## src/hw/edm_defs.svh

```systemverilog
// constants for the energy detection block: offsets, codes, timing
// assumes the includer has a 125 MHz ref_clk
`ifndef EDM_DEFS_SVH
`define EDM_DEFS_SVH

`define EDM_ADDR_W          6
`define EDM_ENERGY_OFFSET   6'h07
`define EDM_ENERGY_RESET    8'hff
`define EDM_ENERGY_MAX      8'h53
`define EDM_CLK_MHZ         125
`define EDM_WIN_LONG_US     128
`define EDM_WIN_SHORT_US    32
`define EDM_WIN_LONG_CYC    (`EDM_WIN_LONG_US * `EDM_CLK_MHZ)
`define EDM_WIN_SHORT_CYC   (`EDM_WIN_SHORT_US * `EDM_CLK_MHZ)
`define EDM_RSSI_PERIOD_US  2
`define EDM_RSSI_PERIOD_CYC (`EDM_RSSI_PERIOD_US * `EDM_CLK_MHZ)
`define EDM_CNT_W           15
`define EDM_ACC_W           16
`define EDM_RSSI_W          5
`define EDM_CCA_MODE_W      2
`define EDM_CCA_OR          2'h0
`define EDM_CCA_ENERGY      2'h1
`define EDM_CCA_CARRIER     2'h2
`define EDM_CCA_AND         2'h3

`endif

```

## src/hw/edm_pkg.sv

```systemverilog
// types for the energy detection block
// assumes edm_defs.svh is available on the include path
package edm_pkg;
    typedef enum logic [1:0] {
        EDM_IDLE,
        EDM_MANUAL,
        EDM_AUTO
    } edm_state_t;
endpackage : edm_pkg

```

## src/hw/edm_avg.sv

```systemverilog
// running average of rssi samples over one measurement window
// assumes samples arrive as one-cycle strobes on ref_clk
`timescale 1ns/10ps
`include "edm_defs.svh"
module edm_avg (
    input  wire logic                     ref_clk,
    input  wire logic                     sys_rst,
    input  wire logic                     clear,
    input  wire logic                     sample_stb,
    input  wire logic [`EDM_RSSI_W-1:0]   rssi,
    input  wire logic                     short_win,
    output logic      [7:0]               level
);
    logic [`EDM_ACC_W-1:0] acc_q;
    logic [`EDM_ACC_W-1:0] lvl_wide;

    // accumulate 3 dB samples; cleared at each window start
    always_ff @(posedge ref_clk) begin
        if (sys_rst || clear) begin
            acc_q <= '0;
        end else if (sample_stb) begin
            acc_q <= acc_q + `EDM_ACC_W'(rssi);
        end
    end

    // long window 64 samples, short 16; times 3 turns 3 dB steps into dB
    always_comb begin
        if (short_win) begin
            lvl_wide = `EDM_ACC_W'((acc_q * 3) >> 4);
        end else begin
            lvl_wide = `EDM_ACC_W'((acc_q * 3) >> 6);
        end
        // clamp so codes above the top value never show
        if (lvl_wide > `EDM_ACC_W'(`EDM_ENERGY_MAX)) begin
            level = `EDM_ENERGY_MAX;
        end else begin
            level = lvl_wide[7:0];
        end
    end
endmodule : edm_avg

```

## src/hw/edm_top.sv

```systemverilog
// energy detection and clear channel assessment decision
// assumes rssi and status inputs come from logic on ref_clk;
// the spi slave presents reg_wr as one-cycle strobes with reg_addr
`timescale 1ns/10ps
`include "edm_defs.svh"
module edm_top
    import edm_pkg::*;
(
    input  wire logic                        ref_clk,
    input  wire logic                        sys_rst,
    input  wire logic                        reg_wr,
    input  wire logic [`EDM_ADDR_W-1:0]      reg_addr,
    input  wire logic [`EDM_RSSI_W-1:0]      rssi,
    input  wire logic                        rx_listen,
    input  wire logic                        rx_busy,
    input  wire logic                        high_rate,
    input  wire logic                        header_sync,
    input  wire logic                        preamble_detect_disable,
    input  wire logic                        frame_complete,
    input  wire logic                        carrier_detect,
    input  wire logic [7:0]                  energy_threshold,
    input  wire logic [`EDM_CCA_MODE_W-1:0]  cca_mode,
    output logic      [7:0]                  energy_level_result,
    output logic                             assess_measure_done,
    output logic                             measuring,
    output logic                             channel_busy
);
    edm_state_t             state_q;
    logic [`EDM_CNT_W-1:0]  win_cnt_q;
    logic [7:0]             rssi_div_q;
    logic                   short_q;
    logic                   frame_locked_q;
    logic                   in_frame_q;
    logic [7:0]             avg_level;
    logic                   sample_stb;
    logic                   win_end;
    logic                   start_manual;
    logic                   start_auto;
    logic                   req_wr;
    logic                   rx_state;
    logic                   above_thr;

    assign req_wr       = reg_wr && (reg_addr == `EDM_ENERGY_OFFSET);
    assign rx_state     = rx_listen || rx_busy;
    // manual request ignored while an automatic window runs
    // a locked frame still runs the window and pulses done, only the store
    // is held back further down
    assign start_manual = req_wr && rx_state
                          && (state_q != EDM_AUTO);
    assign start_auto   = header_sync && !preamble_detect_disable
                          && !in_frame_q;
    // first sample right after start, so the last lands inside the window
    assign sample_stb   = (state_q != EDM_IDLE)
                          && (rssi_div_q == '0);
    assign win_end      = (state_q != EDM_IDLE) && (win_cnt_q == '0);

    // averaging of 5-bit rssi samples over the window
    edm_avg u_avg (
        .ref_clk    (ref_clk),
        .sys_rst    (sys_rst),
        .clear      (start_auto || start_manual),
        .sample_stb (sample_stb),
        .rssi       (rssi),
        .short_win  (short_q),
        .level      (avg_level)
    );

    // window scaling follows the kind of start; manual keeps the full one
    always_ff @(posedge ref_clk) begin
        if (sys_rst) begin
            short_q <= 1'b0;
        end else if (start_auto) begin
            short_q <= high_rate;
        end else if (start_manual) begin
            short_q <= 1'b0;
        end
    end

    // measurement state; automatic start preempts a manual one
    always_ff @(posedge ref_clk) begin
        if (sys_rst) begin
            state_q <= EDM_IDLE;
        end else if (start_auto) begin
            state_q <= EDM_AUTO;
        end else if (start_manual) begin
            state_q <= EDM_MANUAL;
        end else if (win_end) begin
            state_q <= EDM_IDLE;
        end
    end

    // window down-counter, reloaded at every start
    always_ff @(posedge ref_clk) begin
        if (sys_rst) begin
            win_cnt_q <= '0;
        end else if (start_auto && high_rate) begin
            win_cnt_q <= `EDM_CNT_W'(`EDM_WIN_SHORT_CYC - 1);
        end else if (start_auto || start_manual) begin
            // full window even in high rate modes
            win_cnt_q <= `EDM_CNT_W'(`EDM_WIN_LONG_CYC - 1);
        end else if (state_q != EDM_IDLE && !win_end) begin
            win_cnt_q <= win_cnt_q - `EDM_CNT_W'(1);
        end
    end

    // sample strobe every rssi update period, wrapping divider
    always_ff @(posedge ref_clk) begin
        if (sys_rst || start_auto || start_manual || state_q == EDM_IDLE) begin
            rssi_div_q <= '0;
        end else if (rssi_div_q == 8'(`EDM_RSSI_PERIOD_CYC - 1)) begin
            rssi_div_q <= '0;
        end else begin
            rssi_div_q <= rssi_div_q + 8'h01;
        end
    end

    // frame bookkeeping: one automatic result per frame; a set beats the
    // frame-end clear, but a header on the closing edge is lost when in_frame_q is already set
    always_ff @(posedge ref_clk) begin
        if (sys_rst) begin
            in_frame_q     <= 1'b0;
            frame_locked_q <= 1'b0;
        end else begin
            if (start_auto) begin
                in_frame_q <= 1'b1;
            end else if (frame_complete) begin
                in_frame_q <= 1'b0;
            end
            if (win_end && state_q == EDM_AUTO) begin
                frame_locked_q <= 1'b1;
            end else if (frame_complete) begin
                frame_locked_q <= 1'b0;
            end
        end
    end

    // result register loaded whole at completion, 0xff until first result
    always_ff @(posedge ref_clk) begin
        if (sys_rst) begin
            energy_level_result <= `EDM_ENERGY_RESET;
        end else if (win_end && !(state_q == EDM_MANUAL && frame_locked_q)) begin
            // avg_level clamps to the top code, level is base plus 1 dB steps
            energy_level_result <= avg_level;
        end
    end

    // done pulse for manual ends and for refused out-of-receive requests
    always_ff @(posedge ref_clk) begin
        if (sys_rst) begin
            assess_measure_done <= 1'b0;
        end else begin
            assess_measure_done <= (win_end && state_q == EDM_MANUAL)
                                   || (req_wr && !rx_state);
        end
    end

    // busy flag for the host's status view
    always_ff @(posedge ref_clk) begin
        if (sys_rst) begin
            measuring <= 1'b0;
        end else begin
            measuring <= (state_q != EDM_IDLE) && !win_end;
        end
    end

    // unmeasured 0xff must not count as energy
    assign above_thr = (energy_level_result != `EDM_ENERGY_RESET)
                       && (energy_level_result > energy_threshold);

    // channel assessment decision per mode
    always_ff @(posedge ref_clk) begin
        if (sys_rst) begin
            channel_busy <= 1'b0;
        end else begin
            unique case (cca_mode)
                `EDM_CCA_ENERGY:  channel_busy <= above_thr;
                `EDM_CCA_CARRIER: channel_busy <= carrier_detect;
                `EDM_CCA_OR:  channel_busy <= carrier_detect || above_thr;
                `EDM_CCA_AND: channel_busy <= carrier_detect && above_thr;
            endcase
        end
    end
endmodule : edm_top

```

## config.mk

```make
export PLATFORM = sky130hd
export DESIGN_NAME = edm_top
export DESIGN_NICKNAME = d
export VERILOG_FILES = /design/src/hw/edm_pkg.sv /design/src/hw/edm_avg.sv /design/src/hw/edm_top.sv
export VERILOG_INCLUDE_DIRS = /design/src /design/src/hw
export SDC_FILE = /design/constraint.sdc
export NUM_CORES = 1
export LEC_CHECK = 0
export ABC_CLOCK_PERIOD_IN_PS = 4100
export BUFFER_PORTS_ARGS = -buffer_cell sky130_fd_sc_hd__clkbuf_2
export CAP_MARGIN = 20
export CORE_MARGIN = 8
export CORE_UTILIZATION = 55
export CTS_CLUSTER_SIZE = 30
export DETAILED_ROUTE_END_ITERATION = 12
export PLACE_DENSITY = 0.85
export SLEW_MARGIN = 40
export SYNTH_ARGS = -nofsm -noshare
export SYNTH_HDL_FRONTEND = slang
export SYNTH_HIERARCHICAL = 1
export SYNTH_SLANG_ARGS = --single-unit
```

## constraint.sdc

```tcl
create_clock -name ref_clk -period 4.1 [get_ports ref_clk]
set_input_delay 0.205 -clock ref_clk [delete_from_list [all_inputs] [get_ports ref_clk]]
set_output_delay 0.205 -clock ref_clk [all_outputs]
set_load 0.02 [all_outputs]
```

==> flow_summary_export.csv <==
group,metric,value,unit
clock_tree,htree_levels,2,
timing,period_share,76.1,%
timing,worst_pin_slew,0.668,ns
grt,grt_pass1_wl,15600,um
timing,whs,0.0864,ns
synthesis,synth_flop_cell,"dfxtp_1",
synthesis,async_reset_ff_share,0,%
timing,clock-skew-final,0.0102,ns
setup_path,cp.required,4.35,ns
finish,layout-drive-gt1-share,15.5,%
timing,max_freq,320,MHz
placed_design,dp_cells,615,
job,drv_cap,0,
synthesis,yosysMostFrequentCell,"nor2_1",
placed_design,port_buffers,41,
synthesis,yosys_warnings,6,
setup_path,crit_fanout,8,
floorplanning,die-area,10200,um^2
clock_tree,cts.repair.resized,0,
synthesis,synth_edf_count,0,
timing,setup_viol,0,
setup_path,startpoint_type,"register",
clock_tree,cts-root-buf,"clkbuf_8",
detailed_routing,wl_per_cell,14.4,um
detailed_routing,firstDrtPassIters,4,
grt,grt_pass1_vias,3520,
power_and_ir_drop,irDropWorstVdd,0.133,mV
synthesis,syn_inst,490,
floorplanning,die_h,101,um
clock_tree,cts_tree,"done",
detailed_routing,vias,3612,
detailed_routing,drt-initial-drc-count,182,
timing,fin_ws,0.978,ns
floorplanning,core,7140,um^2
grt,antenna_found_initial,0,
floorplanning,die_w,101,um
placed_design,dp_slack,1.04,ns
clock_tree,clock_path_buffers,2,
grt,overflow,0,
synthesis,yosysTopAreaCell,"dfxtp_1",
floorplanning,num_io_pins,42,
detailed_routing,via_per_inst,5.80,
floorplanning,rows,31,
timing,timing.slew.headroom,55.4,%
timing,rsz0062_at_grt,"no",
clock_tree,hold_buffers,0,
setup_path,critical_path_arrival,3.38,ns
synthesis,syn_area,3990,um^2
placed_design,dp_hpwl,7060,um
finish,nets,588,
clock_tree,clk_latency,0.31,ns
placed_design,gp_congestion,0.929,
setup_path,cp-end-kind,"register",
synthesis,synthDistinctLibCells,79,
clock_tree,clk_pin_slew,0.10,ns
detailed_routing,drcViolationCount,0,
synthesis,syn_nets,555,
setup_path,critPathKind,"register to register",
detailed_routing,ant_nets,0,
hold_path,hold_class,"primary input to register",
synthesis,synth_seq_area_share,27.6,%
clock_tree,clkSinkCount,55,
synthesis,synth_top_area_share,27.6,%
synthesis,synth_area_leaders,"dfxtp_1, ha_1, nor2_1, a21oi_1, xnor2_1",
clock_tree,post_cts_buffers,0,
finish,diodes,0,
timing,period_needed,3.12,ns
floorplanning,start_util,56.0,%
power_and_ir_drop,power.density,257,nW/um^2
timing,fin_setup_tns,0,ns
finish,area_delta_synth_final,8.83,%
synthesis,synth_seq_cells,55,
synthesis,synth_common_cells,"nor2_1, dfxtp_1, nand2_1, a21oi_1, ha_1",
timing,slew_viol_final,0,
finish,layout.cells.non_filler,623,
synthesis,avgSynthCellArea,8.15,um^2
power_and_ir_drop,p_leak,1.79,nW
timing,finalHoldViolations,0,
outcome,outcome,"complete, no violations",
clock_tree,cts_buffers,5,
detailed_routing,drt-total-wl,8940,um
grt,grtUsageTotal,18.1,%
grt,grt_max_degree,22,
## kinds of logic after synthesis
| family | count (synthesis) | share of synthesized area [%] |
|---|---|---|
| AOI/OAI and AO/OA | 114 | 20.1 |
| xor gates and xnor gates | 34 | 7.46 |
| adders and majority gates | 34 | 10.8 |
| buffers and inverters | 48 | 5.36 |
| DFF | 55 | 27.6 |
| muxes | 12 | 3.01 |
| other | 1 | 0.0939 |
| and+or+nand+nor | 192 | 25.6 |
## path summary, 6_finish.rpt
| kind | from | depth (start not counted) | slack [ns] | endpoint |
|---|---|---|---|---|
| max | u_avg/acc_q[1]$_SDFFE_PP0P_ | 11 | 0.98 | energy_level_result[3]$_SDFFE_PP1P_ |
| min | cca_mode[1] | 2 | 0.09 | channel_busy$_SDFF_PP0_ |
| max reg2reg | u_avg/acc_q[1]$_SDFFE_PP0P_ | 11 | 0.98 | energy_level_result[3]$_SDFFE_PP1P_ |
| min reg2reg | rssi_div_q[0]$_SDFF_PP0_ | 1 | 0.49 | rssi_div_q[0]$_SDFF_PP0_ |
## cell type report
| type | count | area [um^2] |
|---|---|---|
| multi-input combinational | 387 | 2690 |
| timing repair buffer | 43 | 220 |
| sequential | 55 | 1100 |
| tap | 99 | 124 |
| clock buffer | 5 | 68.8 |
| fill | 655 | 2790 |
| inverter | 31 | 116 |
| clock inverter | 3 | 23.8 |
## layer usage
layer | part of all wire (%) | track usage [%]
met3 | 5.2 | 3.44
met2 | 48 | 31.2
met1 | 45 | 22.3
met5 | 0 | 0
met4 | 0.87 | 5.15
## report_power, final
group / switching, mW / internal [mW]
Combinational: 0.125 / 0.0949
Sequential: 0.0293 / 0.557
Clock: 0.186 / 0.124
Total: 0.340 / 0.776
## critical path, cell delays in order (launching register included)
cell and delay (ns):
dfxtp_1 0.42, ha_1 0.27, a31oi_2 0.28, o22ai_2 0.21, o221a_1 0.33, or3b_1 0.41
a221oi_2 0.29, nand4b_1 0.17, a211oi_2 0.30, nor3b_2 0.21, mux2i_1 0.10, nand2_1 0.08
## sequential cells by signal, indices dropped and copies added (netlist names)
signal / cells
u_avg/acc_q: 16
frame_locked_q: 1
measuring: 1
state_q: 2
short_q: 1
in_frame_q: 1
channel_busy: 1
assess_measure_done: 1
win_cnt_q: 15
rssi_div_q: 8
energy_level_result: 8
## cells in the final DEF, fill, tap and decap left out, drive strengths merged, types with 10 or more instances in the layout
cell	n
xor2	12
ha	33
a21oi	41
o21ai	15
nor2	56
inv	31
nand3	16
a211oi	10
nand2	41
dfxtp	55
nor3	16
mux2i	12
xnor2	22
clkbuf	46
## metrics by stage
stage | utilization (%) | power (mW) | cell area (um^2)
floorplan | - | 0.763 | 3990
global placement | 59.5 | 0.806 | 4250
detailed placement | 59.6 | 0.816 | 4250
CTS | 60.9 | 1.12 | 4350
global route | 60.9 | 1.18 | 4350
finish | 60.9 | 1.12 | 4350
(Power assumes the default switching activity.)
